===== src/logic/sesc_pkg.sv =====
// Constants, types and helpers shared by the eye-scan control block.
// Functional notes
// RQ1 - Each of the sixteen lanes has a read-only equalizer status byte; only lanes 6 and 14 are wired.
// RQ2 - The level field reports how many bits are set in the lane's thermometer-coded level.
// RQ3 - Each status byte shows the lane's above-limit and below-limit flags from cursor analysis.
// RQ4 - Writing 1 to the run bit after setup starts the eye scan on the lanes.
// RQ5 - Software changes the setup register only while the run bit is clear.
// RQ6 - The length field picks 127, 1032, 8191 or 65535 analyzed samples for codes 0 to 3.
// RQ7 - The mode field applies to all lanes, code 0 turns scanning off, and 5-7, 11, 15 are unused.
// RQ8 - Mode 1 counts sampler mismatches on all bits, mode 2 only on zeros, mode 3 only on ones.
// RQ9 - Mode 4 bumps the lane counter whenever the scan sampler sees a one.
// RQ10 - Modes 8, 9, 10 move the threshold to the average, lowest, highest level of a zero.
// RQ11 - Modes 12, 13, 14 move the threshold to the average, highest, lowest level of a one.
// RQ12 - Modes that look at only zeros or only ones take longer for the same sample count.
// RQ13 - Software checks the lane's complete flag before reading its threshold or counter.
// RQ14 - The signed phase shift moves the scan sampler in steps of 1/32 UI.
// RQ15 - On run, every wired lane scans at once and on its own with the shared settings.
`default_nettype none
package sesc_pkg;
  localparam int ADDR_W = 12;
  localparam int IDX_W = 10;
  localparam logic [IDX_W-1:0] IDX_LANE_EQUALIZER_STATUS = 10'h1e0;
  localparam logic [IDX_W-1:0] IDX_RUN = 10'h1f0;
  localparam logic [IDX_W-1:0] IDX_SETUP = 10'h1f1;
  localparam logic [IDX_W-1:0] IDX_PHASE = 10'h1f2;
  localparam logic [IDX_W-1:0] IDX_DONE = 10'h1f6;
  localparam logic [IDX_W-1:0] IDX_THR = 10'h200;
  localparam logic [IDX_W-1:0] IDX_CNT = 10'h210;
  localparam int NUM_LANES = 16;
  localparam int NUM_WIRED = 2;
  localparam int WIRED0 = 6;
  localparam int WIRED1 = 14;
  localparam logic [7:0] RUN_RST = 8'h00;
  localparam logic [7:0] SETUP_RST = 8'h00;
  localparam logic [7:0] PHASE_RST = 8'h00;
  localparam int RUN_BIT = 0;
  localparam int LEN_LSB = 4;
  localparam int OVER_BIT = 6;
  localparam int UNDER_BIT = 5;
  localparam logic [15:0] LEN_C0 = 16'h007f;
  localparam logic [15:0] LEN_C1 = 16'h0408;
  localparam logic [15:0] LEN_C2 = 16'h1fff;
  localparam logic [15:0] LEN_C3 = 16'hffff;
  localparam logic [3:0] MODE_OFF = 4'h0;
  localparam logic [3:0] MODE_CMP = 4'h1;
  localparam logic [3:0] MODE_CMP_ZERO = 4'h2;
  localparam logic [3:0] MODE_CMP_ONE = 4'h3;
  localparam logic [3:0] MODE_CNT_ONE = 4'h4;
  localparam logic [3:0] MODE_AVG_ZERO = 4'h8;
  localparam logic [3:0] MODE_LOW_ZERO = 4'h9;
  localparam logic [3:0] MODE_HIGH_ZERO = 4'ha;
  localparam logic [3:0] MODE_AVG_ONE = 4'hc;
  localparam logic [3:0] MODE_HIGH_ONE = 4'hd;
  localparam logic [3:0] MODE_LOW_ONE = 4'he;
  localparam logic [5:0] THR_MAX = 6'h1f;
  localparam logic [5:0] THR_MIN = 6'h20;
  localparam logic [5:0] THR_RST = 6'h00;
  localparam logic [1:0] RESP_OKAY = 2'h0;
  localparam logic [1:0] RESP_SLVERR = 2'h2;
  typedef enum logic [2:0] {ST_IDLE = 3'b001, ST_SCAN = 3'b010, ST_DONE = 3'b100} sesc_lane_e;

  // Number of analyzed samples for each length code.
  function automatic logic [15:0] sesc_len_target(input logic [1:0] code);
    return (code == 2'h0) ? LEN_C0 : (code == 2'h1) ? LEN_C1 : (code == 2'h2) ? LEN_C2 : LEN_C3;
  endfunction : sesc_len_target

  // True for modes that run; off and unused codes stay idle.
  function automatic logic sesc_mode_legal(input logic [3:0] m);
    return (m inside {[4'h1:4'h4], [4'h8:4'ha], [4'hc:4'he]});
  endfunction : sesc_mode_legal

  // True for modes that analyze zeros only.
  function automatic logic sesc_mode_zeros(input logic [3:0] m);
    return (m inside {MODE_CMP_ZERO, [MODE_AVG_ZERO:MODE_HIGH_ZERO]});
  endfunction : sesc_mode_zeros

  // True for modes that analyze ones only.
  function automatic logic sesc_mode_ones(input logic [3:0] m);
    return (m inside {MODE_CMP_ONE, [MODE_AVG_ONE:MODE_LOW_ONE]});
  endfunction : sesc_mode_ones
endpackage : sesc_pkg
`default_nettype wire


===== src/logic/sesc_scan_if.sv =====
// Shared scan settings passed from the register file to every lane engine.
`default_nettype none
interface sesc_scan_if;
  logic runOn;
  logic start;
  logic [3:0] mode;
  logic [1:0] lenCode;
  modport ctrl (output runOn, output start, output mode, output lenCode);
  modport lane (input runOn, input start, input mode, input lenCode);
endinterface : sesc_scan_if
`default_nettype wire


===== src/logic/sesc_eq_status.sv =====
// Builds the sixteen equalizer status bytes: registered for the wired lanes, tied to zero for the rest.
`default_nettype none
module sesc_eq_status
  import sesc_pkg::*;
(
  // Clock and reset.
  input wire logic ref_clk,
  input wire logic rst_b,
  // Wired lane equalizer state.
  input wire logic [NUM_WIRED-1:0][15:0] thermLevel,
  input wire logic [NUM_WIRED-1:0] aboveLimit,
  input wire logic [NUM_WIRED-1:0] belowLimit,
  // Status bytes, one per physical lane.
  output logic [NUM_LANES-1:0][7:0] statusBytes
);
  genvar g;
  // Wired entries are flops; unwired lanes are tied to zero.
  for (g = 0; g < NUM_LANES; g++)
  begin : gEntry
    if (g == WIRED0 || g == WIRED1)
    begin : gWired
      localparam int W = (g == WIRED0) ? 0 : 1;
      always_ff @(posedge ref_clk or negedge rst_b)
      begin
        if (!rst_b)
          statusBytes[g] <= 8'h00;
        else
          statusBytes[g] <= {1'b0, aboveLimit[W], belowLimit[W], // [RQ3]
                             5'($countones(thermLevel[W]))}; // [RQ2]
      end
    end
    else
    begin : gOpen
      assign statusBytes[g] = 8'h00; // [RQ1]
    end
  end
endmodule : sesc_eq_status
`default_nettype wire


===== src/logic/sesc_eye_scan.sv =====
// Eye-scan control top: AXI4-Lite register file, lane engines and equalizer status.
//
// Decided for this implementation: the AXI4-Lite interface to the registers.
`default_nettype none
module sesc_eye_scan
  import sesc_pkg::*;
(
  // Clock and reset.
  input wire logic ref_clk,
  input wire logic rst_b,
  // AXI4-Lite write address channel.
  input wire logic s_axi_awvalid,
  output logic s_axi_awready,
  input wire logic [ADDR_W-1:0] s_axi_awaddr,
  // AXI4-Lite write data channel.
  input wire logic s_axi_wvalid,
  output logic s_axi_wready,
  input wire logic [31:0] s_axi_wdata,
  input wire logic [3:0] s_axi_wstrb,
  // AXI4-Lite write response channel.
  output logic s_axi_bvalid,
  input wire logic s_axi_bready,
  output logic [1:0] s_axi_bresp,
  // AXI4-Lite read address channel.
  input wire logic s_axi_arvalid,
  output logic s_axi_arready,
  input wire logic [ADDR_W-1:0] s_axi_araddr,
  // AXI4-Lite read data channel.
  output logic s_axi_rvalid,
  input wire logic s_axi_rready,
  output logic [31:0] s_axi_rdata,
  output logic [1:0] s_axi_rresp,
  // Receiver state of the wired lanes, same clock.
  input wire logic [NUM_WIRED-1:0][15:0] laneThermLevel,
  input wire logic [NUM_WIRED-1:0] equalizerAboveLimit,
  input wire logic [NUM_WIRED-1:0] equalizerBelowLimit,
  // Sampler data of the wired lanes, same clock.
  input wire logic [NUM_WIRED-1:0] laneSampleValid,
  input wire logic [NUM_WIRED-1:0] laneNormalBit,
  input wire logic [NUM_WIRED-1:0] laneScanBit,
  // Controls toward the scan samplers.
  output logic [6:0] scanPhaseOffset,
  output logic [NUM_WIRED-1:0][5:0] laneThresholdDrive,
  output logic [NUM_WIRED-1:0] laneScanActive
);
  logic awHeldR;
  logic wHeldR;
  logic [IDX_W-1:0] awIdxR;
  logic [7:0] wDataR;
  logic wLane0R;
  logic commit;
  logic wrOk;
  logic wrReg;
  logic [7:0] runR;
  logic [7:0] setupR;
  logic [7:0] phaseR;
  logic startR;
  logic [3:0] modeLatR;
  logic [1:0] lenLatR;
  logic [IDX_W-1:0] arIdx;
  logic [31:0] rdNxt;
  logic [1:0] rrNxt;
  logic [NUM_LANES-1:0][7:0] statusBytes;
  logic [NUM_WIRED-1:0] laneDone;
  logic [NUM_WIRED-1:0][15:0] laneCount;
  logic [15:0] doneVec;
  logic aliveR;
  logic startNxt;
  sesc_scan_if cfgIf ();

  // Write channels are taken independently and held until the pair commits.
  assign s_axi_awready = !awHeldR;
  assign s_axi_wready = !wHeldR;
  assign commit = awHeldR && wHeldR && !s_axi_bvalid;
  assign wrReg = commit && wLane0R;

  // Write address holding register.
  always_ff @(posedge ref_clk or negedge rst_b)
  begin
    if (!rst_b)
    begin
      awHeldR <= 1'b0;
      awIdxR <= '0;
    end
    else if (s_axi_awvalid && s_axi_awready)
    begin
      awHeldR <= 1'b1;
      awIdxR <= s_axi_awaddr[ADDR_W-1:2];
    end
    else if (commit)
      awHeldR <= 1'b0;
  end

  // Write data holding register; only byte lane 0 carries register bits.
  always_ff @(posedge ref_clk or negedge rst_b)
  begin
    if (!rst_b)
    begin
      wHeldR <= 1'b0;
      wDataR <= 8'h00;
      wLane0R <= 1'b0;
    end
    else if (s_axi_wvalid && s_axi_wready)
    begin
      wHeldR <= 1'b1;
      wDataR <= s_axi_wdata[7:0];
      wLane0R <= s_axi_wstrb[0];
    end
    else if (commit)
      wHeldR <= 1'b0;
  end

  // Known write targets answer OKAY, read-only ones included; the rest get SLVERR.
  always_comb
  begin
    wrOk = 1'b0;
    if (awIdxR inside {[IDX_LANE_EQUALIZER_STATUS:IDX_PHASE], IDX_DONE, [IDX_THR:IDX_CNT + 10'h00f]})
      wrOk = 1'b1;
  end

  // Write response follows the commit by one edge and stands until bready.
  always_ff @(posedge ref_clk or negedge rst_b)
  begin
    if (!rst_b)
    begin
      s_axi_bvalid <= 1'b0;
      s_axi_bresp <= RESP_OKAY;
    end
    else if (commit)
    begin
      s_axi_bvalid <= 1'b1;
      s_axi_bresp <= wrOk ? RESP_OKAY : RESP_SLVERR;
    end
    else if (s_axi_bready)
      s_axi_bvalid <= 1'b0;
  end

  // A start is a write that raises the run bit from zero.
  assign startNxt = wrReg && awIdxR == IDX_RUN && wDataR[RUN_BIT] && !runR[RUN_BIT];

  // Run control register.
  always_ff @(posedge ref_clk or negedge rst_b)
  begin
    if (!rst_b)
      runR <= RUN_RST;
    else if (wrReg && awIdxR == IDX_RUN)
      runR <= wDataR; // [RQ4]
  end

  // Setup and phase registers; software keeps setup still while running.
  always_ff @(posedge ref_clk or negedge rst_b)
  begin
    if (!rst_b)
    begin
      setupR <= SETUP_RST;
      phaseR <= PHASE_RST;
    end
    else if (wrReg && awIdxR == IDX_SETUP)
      setupR <= wDataR; // [RQ5]
    else if (wrReg && awIdxR == IDX_PHASE)
      phaseR <= wDataR;
  end

  // Start pulse with the settings captured at that moment, shared by all lanes.
  always_ff @(posedge ref_clk or negedge rst_b)
  begin
    if (!rst_b)
    begin
      startR <= 1'b0;
      modeLatR <= MODE_OFF;
      lenLatR <= 2'h0;
    end
    else
    begin
      startR <= startNxt; // [RQ4]
      if (startNxt)
      begin
        modeLatR <= setupR[3:0]; // [RQ7]
        lenLatR <= setupR[LEN_LSB+1:LEN_LSB]; // [RQ6]
      end
    end
  end

  // Shared settings out to the lane engines.
  assign cfgIf.runOn = runR[RUN_BIT];
  assign cfgIf.start = startR;
  assign cfgIf.mode = modeLatR;
  assign cfgIf.lenCode = lenLatR;

  // Signed phase shift straight to the scan samplers, 1/32 UI per step.
  assign scanPhaseOffset = phaseR[6:0]; // [RQ14]

  // One independent engine per wired lane, all fed by the same settings.
  for (genvar l = 0; l < NUM_WIRED; l++)
  begin : gLane
    sesc_scan_lane uLane (
      .ref_clk(ref_clk),
      .rst_b(rst_b),
      .cfg(cfgIf.lane), // [RQ15]
      .sampleValid(laneSampleValid[l]),
      .normalBit(laneNormalBit[l]),
      .scanBit(laneScanBit[l]),
      .scanDone(laneDone[l]),
      .scanning(laneScanActive[l]),
      .mismatchCount(laneCount[l]),
      .thresholdResult(laneThresholdDrive[l])
    );
  end

  // Equalizer status bytes for all sixteen physical lanes.
  sesc_eq_status uStatus (
    .ref_clk(ref_clk),
    .rst_b(rst_b),
    .thermLevel(laneThermLevel),
    .aboveLimit(equalizerAboveLimit),
    .belowLimit(equalizerBelowLimit),
    .statusBytes(statusBytes)
  );

  // Completion flags placed at their physical lane positions.
  always_comb
  begin
    doneVec = 16'h0000;
    doneVec[WIRED0] = laneDone[0];
    doneVec[WIRED1] = laneDone[1];
  end

  // Read decode; unwired lanes read zero, unknown words get SLVERR.
  assign arIdx = s_axi_araddr[ADDR_W-1:2];
  always_comb
  begin
    rdNxt = 32'h0000_0000;
    rrNxt = RESP_OKAY;
    if (arIdx inside {[IDX_LANE_EQUALIZER_STATUS:IDX_LANE_EQUALIZER_STATUS + 10'h00f]})
      rdNxt[7:0] = statusBytes[arIdx[3:0]]; // [RQ1]
    else if (arIdx == IDX_RUN)
      rdNxt[7:0] = runR;
    else if (arIdx == IDX_SETUP)
      rdNxt[7:0] = setupR;
    else if (arIdx == IDX_PHASE)
      rdNxt[7:0] = phaseR;
    else if (arIdx == IDX_DONE)
      rdNxt[15:0] = doneVec;
    else if (arIdx inside {[IDX_THR:IDX_THR + 10'h00f]})
    begin
      if (arIdx[3:0] == 4'(WIRED0))
        rdNxt[5:0] = laneThresholdDrive[0];
      else if (arIdx[3:0] == 4'(WIRED1))
        rdNxt[5:0] = laneThresholdDrive[1];
    end
    else if (arIdx inside {[IDX_CNT:IDX_CNT + 10'h00f]})
    begin
      if (arIdx[3:0] == 4'(WIRED0))
        rdNxt[15:0] = laneCount[0];
      else if (arIdx[3:0] == 4'(WIRED1))
        rdNxt[15:0] = laneCount[1];
    end
    else
      rrNxt = RESP_SLVERR;
  end

  // Read answer is registered on the same edge that takes the address.
  assign s_axi_arready = !s_axi_rvalid;
  always_ff @(posedge ref_clk or negedge rst_b)
  begin
    if (!rst_b)
    begin
      s_axi_rvalid <= 1'b0;
      s_axi_rdata <= 32'h0000_0000;
      s_axi_rresp <= RESP_OKAY;
    end
    else if (s_axi_arvalid && s_axi_arready)
    begin
      s_axi_rvalid <= 1'b1;
      s_axi_rdata <= rdNxt;
      s_axi_rresp <= rrNxt;
    end
    else if (s_axi_rready)
      s_axi_rvalid <= 1'b0;
  end

  // Marks the cycles after the first clock edge out of reset.
  always_ff @(posedge ref_clk or negedge rst_b)
  begin
    if (!rst_b)
      aliveR <= 1'b0;
    else
      aliveR <= 1'b1;
  end
endmodule : sesc_eye_scan
`default_nettype wire


===== src/logic/sesc_scan_lane.sv =====
// Eye-scan engine for one wired lane: qualifies samples, counts and tracks the threshold.
`default_nettype none
module sesc_scan_lane
  import sesc_pkg::*;
(
  // Clock and reset.
  input wire logic ref_clk,
  input wire logic rst_b,
  // Shared settings.
  sesc_scan_if.lane cfg,
  // Sampler outputs of this lane.
  input wire logic sampleValid,
  input wire logic normalBit,
  input wire logic scanBit,
  // Results.
  output logic scanDone,
  output logic scanning,
  output logic [15:0] mismatchCount,
  output logic [5:0] thresholdResult
);
  sesc_lane_e stateR;
  logic [15:0] analyzedR;
  logic qualify;
  logic hit;
  logic stepUp;
  logic stepDown;

  // A sample counts only if the mode looks at its bit value; split modes run longer.
  assign qualify = sampleValid && stateR == ST_SCAN &&
                   (sesc_mode_zeros(cfg.mode) ? !normalBit :
                    sesc_mode_ones(cfg.mode) ? normalBit : 1'b1); // [RQ12]
  assign hit = (cfg.mode == MODE_CNT_ONE) ? scanBit : // [RQ9]
               (cfg.mode <= MODE_CMP_ONE) && (scanBit != normalBit); // [RQ8]
  assign stepUp = scanBit && cfg.mode inside {MODE_AVG_ZERO, MODE_HIGH_ZERO,
                                              MODE_AVG_ONE, MODE_HIGH_ONE};
  assign stepDown = !scanBit && cfg.mode inside {MODE_AVG_ZERO, MODE_LOW_ZERO,
                                                 MODE_AVG_ONE, MODE_LOW_ONE};
  assign scanDone = stateR == ST_DONE;
  assign scanning = stateR == ST_SCAN;

  // Lane sequencer; an unused or off mode never leaves idle, a cleared run aborts.
  always_ff @(posedge ref_clk or negedge rst_b)
  begin
    if (!rst_b)
      stateR <= ST_IDLE;
    else if (cfg.start)
      stateR <= sesc_mode_legal(cfg.mode) ? ST_SCAN : ST_IDLE; // [RQ7] [RQ15]
    else
      unique case (stateR)
        ST_IDLE: stateR <= ST_IDLE;
        ST_SCAN:
          if (!cfg.runOn)
            stateR <= ST_IDLE;
          else if (qualify && analyzedR == sesc_len_target(cfg.lenCode) - 16'h0001)
            stateR <= ST_DONE; // [RQ6]
        ST_DONE: stateR <= ST_DONE;
      endcase
  end

  // Analyzed-sample and mismatch counters, cleared at each start; count saturates.
  always_ff @(posedge ref_clk or negedge rst_b)
  begin
    if (!rst_b)
    begin
      analyzedR <= 16'h0000;
      mismatchCount <= 16'h0000;
    end
    else if (cfg.start)
    begin
      analyzedR <= 16'h0000;
      mismatchCount <= 16'h0000;
    end
    else if (qualify)
    begin
      analyzedR <= analyzedR + 16'h0001;
      if (hit && mismatchCount != 16'hffff)
        mismatchCount <= mismatchCount + 16'h0001; // [RQ8] [RQ9]
    end
  end

  // Threshold tracking for the voltage-seeking modes, saturating at the signed range.
  always_ff @(posedge ref_clk or negedge rst_b)
  begin
    if (!rst_b)
      thresholdResult <= THR_RST;
    else if (cfg.start)
      thresholdResult <= THR_RST;
    else if (qualify && stepUp && thresholdResult != THR_MAX)
      thresholdResult <= thresholdResult + 6'h01; // [RQ10] [RQ11]
    else if (qualify && stepDown && thresholdResult != THR_MIN)
      thresholdResult <= thresholdResult - 6'h01; // [RQ10] [RQ11]
  end
endmodule : sesc_scan_lane
`default_nettype wire


===== config.mk =====
export PLATFORM = sky130hd
export DESIGN_NAME = sesc_eye_scan
export DESIGN_NICKNAME = d
export VERILOG_FILES = /design/src/logic/sesc_pkg.sv /design/src/logic/sesc_scan_if.sv /design/src/logic/sesc_eq_status.sv /design/src/logic/sesc_eye_scan.sv /design/src/logic/sesc_scan_lane.sv
export SDC_FILE = /design/constraint.sdc
export NUM_CORES = 1
export LEC_CHECK = 0
export BUFFER_PORTS_ARGS = -buffer_cell sky130_fd_sc_hd__clkbuf_2
export CAP_MARGIN = 15
export CORE_MARGIN = 10
export CORE_UTILIZATION = 57
export DETAILED_ROUTE_END_ITERATION = 8
export PLACE_DENSITY = 0.85
export SKIP_CTS_REPAIR_TIMING = 1
export SLEW_MARGIN = 20
export SYNTH_ARGS = -nofsm -noshare
export SYNTH_HDL_FRONTEND = slang
export SYNTH_SLANG_ARGS = --single-unit
export TNS_END_PERCENT = 20

===== constraint.sdc =====
create_clock -name ref_clk -period 3.3 [get_ports ref_clk]
set_input_delay 0.66 -clock ref_clk [delete_from_list [all_inputs] [get_ports ref_clk]]
set_output_delay 0.66 -clock ref_clk [all_outputs]
set_load 0.05 [all_outputs]

Word-level counts from Yosys, hierarchy flattened
Index checks and enable logic that the tools add are counted.
{"block": "op_classes", "n_addsub": 39, "n_mul": 0, "n_div": 0, "order_cmp": 18, "n_eq_ne": 39, "shifts": 0, "n_mux": 68, "bitwise": 1, "reduce_logical": 70}
{"operator": "$mux W16", "count": 17}
{"operator": "$eq A10 B9 Y1 const B", "count": 8}
{"operator": "$mux W8", "count": 9}
{"operator": "$add A16 B1 Y16 const B", "count": 4}
{"operator": "$mux W6", "count": 9}
{"operator": "$add A5 B5 Y5", "count": 10}
{"operator": "$logic_and A1 B1 Y1", "count": 41}
{"operator": "$add A1 B1 Y2", "count": 16}
{"operator": "$bmux W8 S4", "count": 1}
{"operator": "$eq A16 B16 Y1", "count": 2}
{"operator": "$ne A16 B16 Y1 const B", "count": 2}
{"operator": "$ge A10 B10 Y1 const B", "count": 3}
{"operator": "$le A10 B10 Y1 const B", "count": 3}
{"operator": "$eq A4 B4 Y1 const B", "count": 7}
{"operator": "$ge A10 B9 Y1 const B", "count": 2}
{"operator": "$le A10 B9 Y1 const B", "count": 2}
{"operator": "$reduce_bool A2 Y1", "count": 10}
{"operator": "$mux W2", "count": 9}
{"operator": "$mux W3", "count": 6}
{"operator": "$pmux W3 S3", "count": 2}
{"operator": "$sub A16 B1 Y16 const B", "count": 1}
{"operator": "$mux W1", "count": 14}
{"operator": "$add A2 B2 Y3", "count": 4}
{"operator": "$add A6 B1 Y6 const B", "count": 2}
{"operator": "other kinds (25)", "count": 51}
{"block": "word_totals", "register_bits": 170, "latch_bits": 0, "ramBits": 0, "mem_bits_ro": 0, "output_inout_bits": 62, "elab_cells": 261, "n_memories": 0}

Depth between registers and ports, before layout
Gate-level depths: netlist of run 1.
{"block": "depth", "word_depth": 11, "ltp_mapped": 14, "mapped_depth_nobuf": 13}

By module
From an unflattened synthesis of run 1, not the netlist that was laid out.
{"block": "unflattened", "cells_unflattened": 1234, "hier_area_um2": 12340.6}
{"mod": "sesc_eye_scan", "instances": 1, "cells_each": 413, "area_per_inst_um2": 4767.1, "seq_area_each_um2": 1801.7}
{"mod": "sesc_scan_lane at gLane[1].uLane", "instances": 1, "cells_each": 299, "area_per_inst_um2": 2805.2, "seq_area_each_um2": 1027.2}
{"mod": "sesc_scan_lane at gLane[0].uLane", "instances": 1, "cells_each": 290, "area_per_inst_um2": 2606.2, "seq_area_each_um2": 1027.2}
{"mod": "sesc_eq_status", "instances": 1, "cells_each": 232, "area_per_inst_um2": 2162.1, "seq_area_each_um2": 350.3}

Least setup slack after synthesis of run 1
Ideal clock, no wire load.
{"block": "synth_timing", "path_kind": "input-to-reg", "startpoint": "input laneThermLevel[0] in the netlist's numbering", "endpoint": "register uStatus.statusBytes[51] in the netlist's numbering", "setup_ps": 122, "t_arrival_ps": 3789, "slack_ps": -612, "path_stages": 12, "path_buffers": 0, "path_cell_list": "ha_1 inv_1 fa_1 fa_1 inv_1 fa_1 inv_1 fa_1 inv_1 ha_1 fa_1 xor2_1"}
{"block": "synth_via", "elab_chain_len": 4}
{"element": "from (decl)", "line_no": "sesc_eye_scan.sv:34", "text": "input wire logic [NUM_WIRED-1:0][15:0] laneThermLevel,"}
{"element": "$add A1 B1 Y2 (implied by the code)", "line_no": "sesc_eq_status.sv:29", "text": "5'($countones(thermLevel[W]))};"}
{"element": "$add A5 B5 Y5 (implied by the code) (3 in a row)", "line_no": "sesc_eq_status.sv:29"}
{"element": "to (signal, indexed assignment)", "line_no": "sesc_eq_status.sv:28", "text": "statusBytes[g] <= {1'b0, aboveLimit[W], belowLimit[W],"}
{"element": "to (decl)", "line_no": "sesc_eq_status.sv:14", "text": "output logic [NUM_LANES-1:0][7:0] statusBytes"}
No other way between the ends.
A chain may end at the register's enable or synchronous reset.

Final worst setup path of run 1
{"block": "layout_timing", "startpoint": "input laneThermLevel[7] in the netlist's numbering", "endpoint": "register uStatus.statusBytes[51] in the netlist's numbering"}
Same word-level chain as after synthesis.

==> impl_results.md, run 1 <==
* Outcome: finished with violations
* Failing checks: setup timing
* CP Depth at 13
* Comb power frac at about a quarter
* Seq/Total Area, Yosys at 42.20%
* Register area at 4209 um2
* Initial antenna violation count at 0
* Number of global-route vias before repair at 7922
* Mapped Avg Cell Area at approximately 10 um2
* Clock power frac at approximately a third
* P&R area growth vs syn at 14.02%
* Die X at 152.2 um
* Post-DP HPWL at about 18000 um
* Worst slew pin tran at around 0.91 ns
* RR Startpoint: cfgIf.mode[2]$_DFFE_PN0P_
* Pre-antenna DRT Iters at 5
* Register-to-Register Path Depth at 11
* Clk buf depth at 2
* Seq pwr share at 44.4%
* CTS tree: done
* Slowest CP cell: fa_1
* FMAX at between 0.2 and 0.3 GHz
* Tcrit/Tclk final at 104.0%
* Maximum number of pins on one net before global-route repair at 73
* VDD IR max at about 0.40 mV
* CP Cell Sequence: buf_6 > ha_4 > inv_2 > fa_1 > fa_1 > inv_2 > fa_1 > inv_2 > fa_1 > inv_2 > ha_4 > fa_2 > xor2_1
* I/O pin cnt at between 150 and 200
* GPL Wtd Cong at approximately 0.9
* First-pass GRT wire length at 39680 um
* Nets@finish at 1235
* Crit end category: flip-flop
* Prevailing post-synth register cell: dfrtp_1
* Worst-skew pair later-pin latency at around 0.44 ns
* Top-count cell post-synth: dfrtp_1
* Crit path largest cell delay at ~0.56 ns
* Non-Filler Instances at 1303
* Average wire per standard cell at ~19 um
* Die height at between 150 and 200 um
* Sw Share at between 30% and 40%
* Ranking of synthesized cells by area: dfrtp_1, mux2_2, ha_1
* CTS H-tree lvls at 4
* Buffers and inverters on the worst path at 5
* Placed cells at roughly 1300
* Critical Path RT at 3.62 ns
* Fin. max-slew vios at 0
* CTS root buf: clkbuf_16
* Fin worst setup slack at -0.1335 ns
* Final ANT Viol Nets at 0
* Critical R2R Capture: gLane[1].uLane.thresholdResult[5]$_DFFE_PN0P_
* Critical Path Sink: uStatus.statusBytes[51]$_DFF_PN0_
* Final Core Density at about two thirds
* Area share of the largest cell type after synthesis at between 40% and 50%
* CTS buffer count at 17
* Async set or reset register ratio after synthesis at 100.0%
* P_sw at 1.756 mW
* Std cell rows at 48
* Arrival @ worst endpoint at between 3 and 4 ns
* Die ar. at 23180 um2
* Hold Crit Class: in -> async
* Minimum clock period at around 3.4 ns
* Multi-input gate area at around 5400 um2
* MaxCap Viol Count at 0
* Leakage at 5.371 nW
* Number of fill cells in the layout at 1251
* RSZ-0062 raised after global routing: true
* Clock Sinks at ~170
* Commonest cells in the netlist: dfrtp_1, nor2_1, inv_1
* Area leader, netlist: dfrtp_1
* Critical Path Source: laneThermLevel[7]
* Ant. Diodes at 0
* Internal power at approximately 3.8 mW
* Crit path max-delay family: adder cells
* Share of layout cells above drive strength 1 at between 20 and 30%
* 1st-iter DRT viols at 622
* Pwr Density at roughly 490 nW/um2
* Post-synthesis cell area at approximately 10000 um2
* Crit path launch type: primary input
* Seq cells post-synth at ~170
* Syn Inst Count at about 950
* Count of cell types in the netlist at 78
* Total wire length at ~24000 um
* Tot GR Track Use at approximately a fifth
* Congestion Overflow GR at 0
* Max FO, Critical Path at 2
* Hold Fails Final Rpt at 0
* Synth warn at 0
* Vias at 7717
* Slew headroom at 38.89%
* Critical path class: in -> reg
* Flop2flop setup slack at 0.23 ns
* Starting Density at between 50 and 60%
* Final setup viols at 4
* DRC Markers at 0
* Via density at around 5.9
* Total power at 5.574 mW
* CTS clk-pin slew, worst paths at 0.07 ns
* Core area at around 17000 um2
* I/O Buffers at approximately 120
* EDFF count, synth at 0
* Fin Clk Skew at about 0.012 ns
area by class of cell:
type / instances / area share (%)
multi-input combinational: 688 / 47.08
sequential: 168 / 37.03
timing repair buffer: 136 / 6.924
clock buffer: 18 / 3.776
tap: 225 / 2.477
inverter: 55 / 1.816
clock inverter: 13 / 0.8917
state kept, by name, summed over array words and instances (netlist names), 6 cells and up:
register,flops
gLane.uLane.analyzedR,32
gLane.uLane.mismatchCount,32
s_axi_rdata,16
uStatus.statusBytes,14
gLane.uLane.thresholdResult,12
awIdxR,10
phaseR,8
runR,8
setupR,8
wDataR,8
gLane.uLane.stateR,6
power groups by stage:
stage	Combinational (mW)	Sequential (mW)	Clock [mW]
global placement	1.18	2.50	0
detailed placement	1.23	2.51	0
finish	1.30	2.48	1.80
CTS	1.24	2.48	1.82
global route	1.46	2.51	1.92
floorplan	0.829	2.55	0
cells by family (layout without fill, tap and decap cells):
logic type	count (synthesis)	count (layout)	share of synthesized area, %
and+or+nand+nor	339	339	18.31
buffers and inverters	115	222	5.786
xor gates and xnor gates	70	70	6.150
AOI/OAI and AO/OA	110	110	7.682
adders and majority gates	60	60	9.263
muxes	91	91	10.57
other	1	18	0.03762
DFF	168	168	42.20
cells in the final DEF, fill, tap and decap left out, drive strengths merged, types with 31 or more instances in the layout:
| master | netlist | routed |
|---|---|---|
| nand3 | 35 | 35 |
| mux2i | 31 | 31 |
| inv | 55 | 58 |
| dfrtp | 166 | 166 |
| nor2 | 101 | 101 |
| clkbuf | 17 | 130 |
| xor2 | 41 | 41 |
| nand2 | 55 | 55 |
| ha | 37 | 37 |
| mux2 | 54 | 54 |
stage by stage:
step	area [um2]	setup TNS, ns	hold slack, ns	setup WS [ns]
global placement	10730	-2.905	0.4619	-0.5706
finish	11370	-0.2823	0.2351	-0.1335
CTS	11260	-0.4544	0.2514	-0.1468
floorplan	10080	-1.836	0.3644	-0.4127
global route	11370	-0.6957	0.2722	-0.2214
detailed placement	10730	-3.326	0.4708	-0.6122
worst min path at each step:
stage | start | to | slack (ns) | cells after the start
after global placement | s_axi_rdata[8]$_DFFE_PN0P_ | s_axi_rdata[8]$_DFFE_PN0P_ | 0.46 | 2
after detailed placement | s_axi_bresp[1]$_DFFE_PN0P_ | s_axi_bresp[1]$_DFFE_PN0P_ | 0.47 | 2
after CTS | rst_b | wLane0R$_DFFE_PN0P_ | 0.25 | 1
after global routing | rst_b | wLane0R$_DFFE_PN0P_ | 0.27 | 1
final | rst_b | wLane0R$_DFFE_PN0P_ | 0.24 | 1
after floorplan | rst_b | awHeldR$_DFFE_PN0P_ | 0.36 | 0
routing by layer:
layer	global-route usage (%)	vias up	part of all wire, %
li1	-	3538	-
met1	24.65	3782	39
met2	34.41	325	51
met3	5.165	72	6.9
met4	8.345	0	3.2
met5	0	-	0
No activity file was read; power rests on OpenSTA's default activity.
==> inputs of run 2 (changes only) <==
CTS_BUF_LIST = sky130_fd_sc_hd__clkbuf_16   (was unset)
==> run 2 against run 1 <==
  * Critical path depth stayed put
  * Die area stayed put
  * Sequential share of layout area stayed put
  * Combinational power hardly changed
  * Core utilization stayed put
  * Global-route usage stayed put
  * Hold slack better by 0.0014 ns
  * Maximum frequency hardly changed
  * Worst setup slack hardly changed
  * Largest cell class unchanged
  * Critical path type unchanged
  * The run still ends with setup timing left
  * Register-to-register slack hardly changed
==> impl_results.md, run 2 (synthesis gave the netlist of run 1 again) <==
* Outcome: finished with violations
* Failing checks: setup timing
* Most frequent cells in the layout: dfrtp_1, clkbuf_2, nor2_1
* Non-Filler Instances at 1303 (unchanged)
* Ant. Diodes at 0 (unchanged)
* Post-DP HPWL at 17930 um (unchanged)
* Std cell rows at 48 (unchanged)
* Slew headroom at 38.76% (-0.13 points)
* Core area at 17240 um2 (unchanged)
* 1st-iter DRT viols at 619 (-0.48%)
* Slowest CP cell: fa_1
* Final instance area at 11370 um2 (unchanged)
* Total wire length at 24340 um (about the same)
* GRT Max-Usage Layer: met2
* Seq pwr share at 44.4% (about the same)
* I/O pin cnt at 171 (unchanged)
* Pre-antenna DRT Iters at 5 (unchanged)
* P_sw at 1.759 mW (+0.20%)
* Max FO, Critical Path at 2 (unchanged)
* Die X at 152.2 um (unchanged)
* Worst Hold Slack at 0.2365 ns (+0.001389 ns)
* Initial antenna violation count at 0 (unchanged)
* Tcrit/Tclk final at 104.0% (about the same)
* CTS H-tree lvls at 4 (unchanged)
* Crit path largest cell delay at 0.56 ns (about the same)
* Maximum number of pins on one net before global-route repair at 73 (unchanged)
* DP Area at 10730 um2 (unchanged)
* Comb power frac at 23.3% (about the same)
* Final ANT Viol Nets at 0 (unchanged)
* P&R area growth vs syn at 14.02% (unchanged)
* GR met1 Demand/Resource at 24.65% (unchanged)
* Average wire per standard cell at 18.68 um (about the same)
* Register area at 4209 um2 (unchanged)
* VDD IR max at 0.4006 mV (+0.34%)
* Via density at 5.921 (about the same)
* MaxCap Viol Count at 0 (unchanged)
* CP Cell Sequence: buf_6 > ha_4 > inv_2 > fa_1 > fa_1 > inv_2 > fa_1 > inv_2 > fa_1 > inv_2 > ha_4 > fa_2 > xor2_1
* Fin. max-slew vios at 0 (unchanged)
* Number of fill cells in the layout at 1251 (unchanged)
* Tot GR Track Use at 20.51% (unchanged)
* Minimum clock period at 3.433 ns (-0.0003270 ns)
* DRC Markers at 0 (unchanged)
* Worst-skew pair later-pin latency at 0.44 ns (about the same)
* RR Startpoint: cfgIf.mode[2]$_DFFE_PN0P_
* Critical Path Source: laneThermLevel[7]
* CTS clk-pin slew, worst paths at 0.07 ns (about the same)
* CTS root buf: clkbuf_16
* Share of layout cells above drive strength 1 at 25.60% (unchanged)
* FMAX at 0.2913 GHz (about the same)
* Arrival @ worst endpoint at 3.76 ns (about the same)
* Die height at 152.2 um (unchanged)
* Clk buf depth at 2 (unchanged)
* Top flop regs: gLane.uLane.analyzedR x32, gLane.uLane.mismatchCount x32, s_axi_rdata x16
* Critical Path RT at 3.63 ns (about the same)
* Number of global-route vias before repair at 7922 (unchanged)
* Die ar. at 23180 um2 (unchanged)
* Total power at 5.574 mW (about the same)
* Pwr Density at 490.4 nW/um2 (about the same)
* Worst slew pin tran at 0.9167 ns (+0.001885 ns)
* First-pass GRT wire length at 39680 um (unchanged)
* Multi-input gate area at 5351 um2 (unchanged)
* Clock power frac at 32.3% (about the same)
* GPL Wtd Cong at 0.9103 (unchanged)
* Nets@finish at 1235 (unchanged)
* RSZ-0062 raised after global routing: true
* Crit path launch type: primary input
* I/O Buffers at 121 (unchanged)
* Starting Density at 57.83% (unchanged)
* Leakage at 5.375 nW (about the same)
* Fin worst setup slack at -0.1332 ns (+0.0003270 ns)
* Clock Sinks at 168 (unchanged)
* Internal power at 3.815 mW (about the same)
* Placed cells at 1272 (unchanged)
* Sw Share at 31.56% (+0.060 points)
* CTS buffer count at 17 (unchanged)
* Crit end category: flip-flop
* Commonest non-fill, non-tap cell in the layout: dfrtp_1
* Fin Clk Skew at 0.01127 ns (-0.0007558 ns)
* Hold Fails Final Rpt at 0 (unchanged)
* Congestion Overflow GR at 0 (unchanged)
* Final setup viols at 4 (unchanged)
* Vias at 7715 (-0.026%)
* Met3 usage at 5.165% (unchanged)
* CTS tree: done
* Setup tns final at -0.2810 ns (+0.001307 ns)
* Hold Crit Class: in -> async
* Critical path class: in -> reg
* GR Util met2 at 34.41% (unchanged)
[run 2: worst max-delay path: cells and delay by family]
| family | cells | cell delay (ns) |
|---|---|---|
| buffers and inverters | 5 | 0.23 |
| XOR/XNOR | 1 | 0.14 |
| adder cells (fa/ha/maj) | 7 | 2.71 |
[run 2: final cells by class]
| class | count | share of cell area (%) |
|---|---|---|
| Clock inverter | 14 | 0.9247 |
| Sequential cell | 168 | 37.03 |
| Multi-Input combinational cell | 688 | 47.08 |
| Timing Repair Buffer | 136 | 6.924 |
| Tap cell | 225 | 2.477 |
| Clock buffer | 17 | 3.743 |
| Inverter | 55 | 1.816 |
[run 2: stage by stage]
step,worst slack (ns),utilization (%)
final,-0.1332,65.94
after global routing,-0.2214,65.94
after CTS,-0.1468,65.34
after detailed placement,-0.6122,62.26
after global placement,-0.5706,62.26
after floorplan,-0.4127,-
[run 2: power groups by stage]
stage	registers, mW	logic [mW]	clock network [mW]
global placement	2.50	1.18	0
floorplan	2.55	0.829	0
finish	2.48	1.30	1.80
detailed placement	2.51	1.23	0
global route	2.51	1.46	1.92
CTS	2.48	1.24	1.82
[run 2: final timing paths]
check	to	slack, ns	cells after the start
setup / recovery	uStatus.statusBytes[51]$_DFF_PN0_	-0.13	13
hold / removal	wLane0R$_DFFE_PN0P_	0.24	1
setup reg to reg	gLane[1].uLane.thresholdResult[5]$_DFFE_PN0P_	0.23	11
hold reg to reg	s_axi_rdata[4]$_DFFE_PN0P_	0.48	2
max in group asynchronous	gLane[1].uLane.stateR[0]$_DFFE_PN1P_	2.26	2
min in group ref_clk	uStatus.statusBytes[117]$_DFF_PN0_	0.32	1
[run 2: per-layer routing]
metal / routed length, um / vias to the layer above / part of all wire (%)
met3: 1683 / 69 / 6.9
met5: 0 / - / 0
met1: 9411 / 3774 / 39
li1: - / 3536 / -
met2: 12470 / 336 / 51
met4: 770 / 0 / 3.2
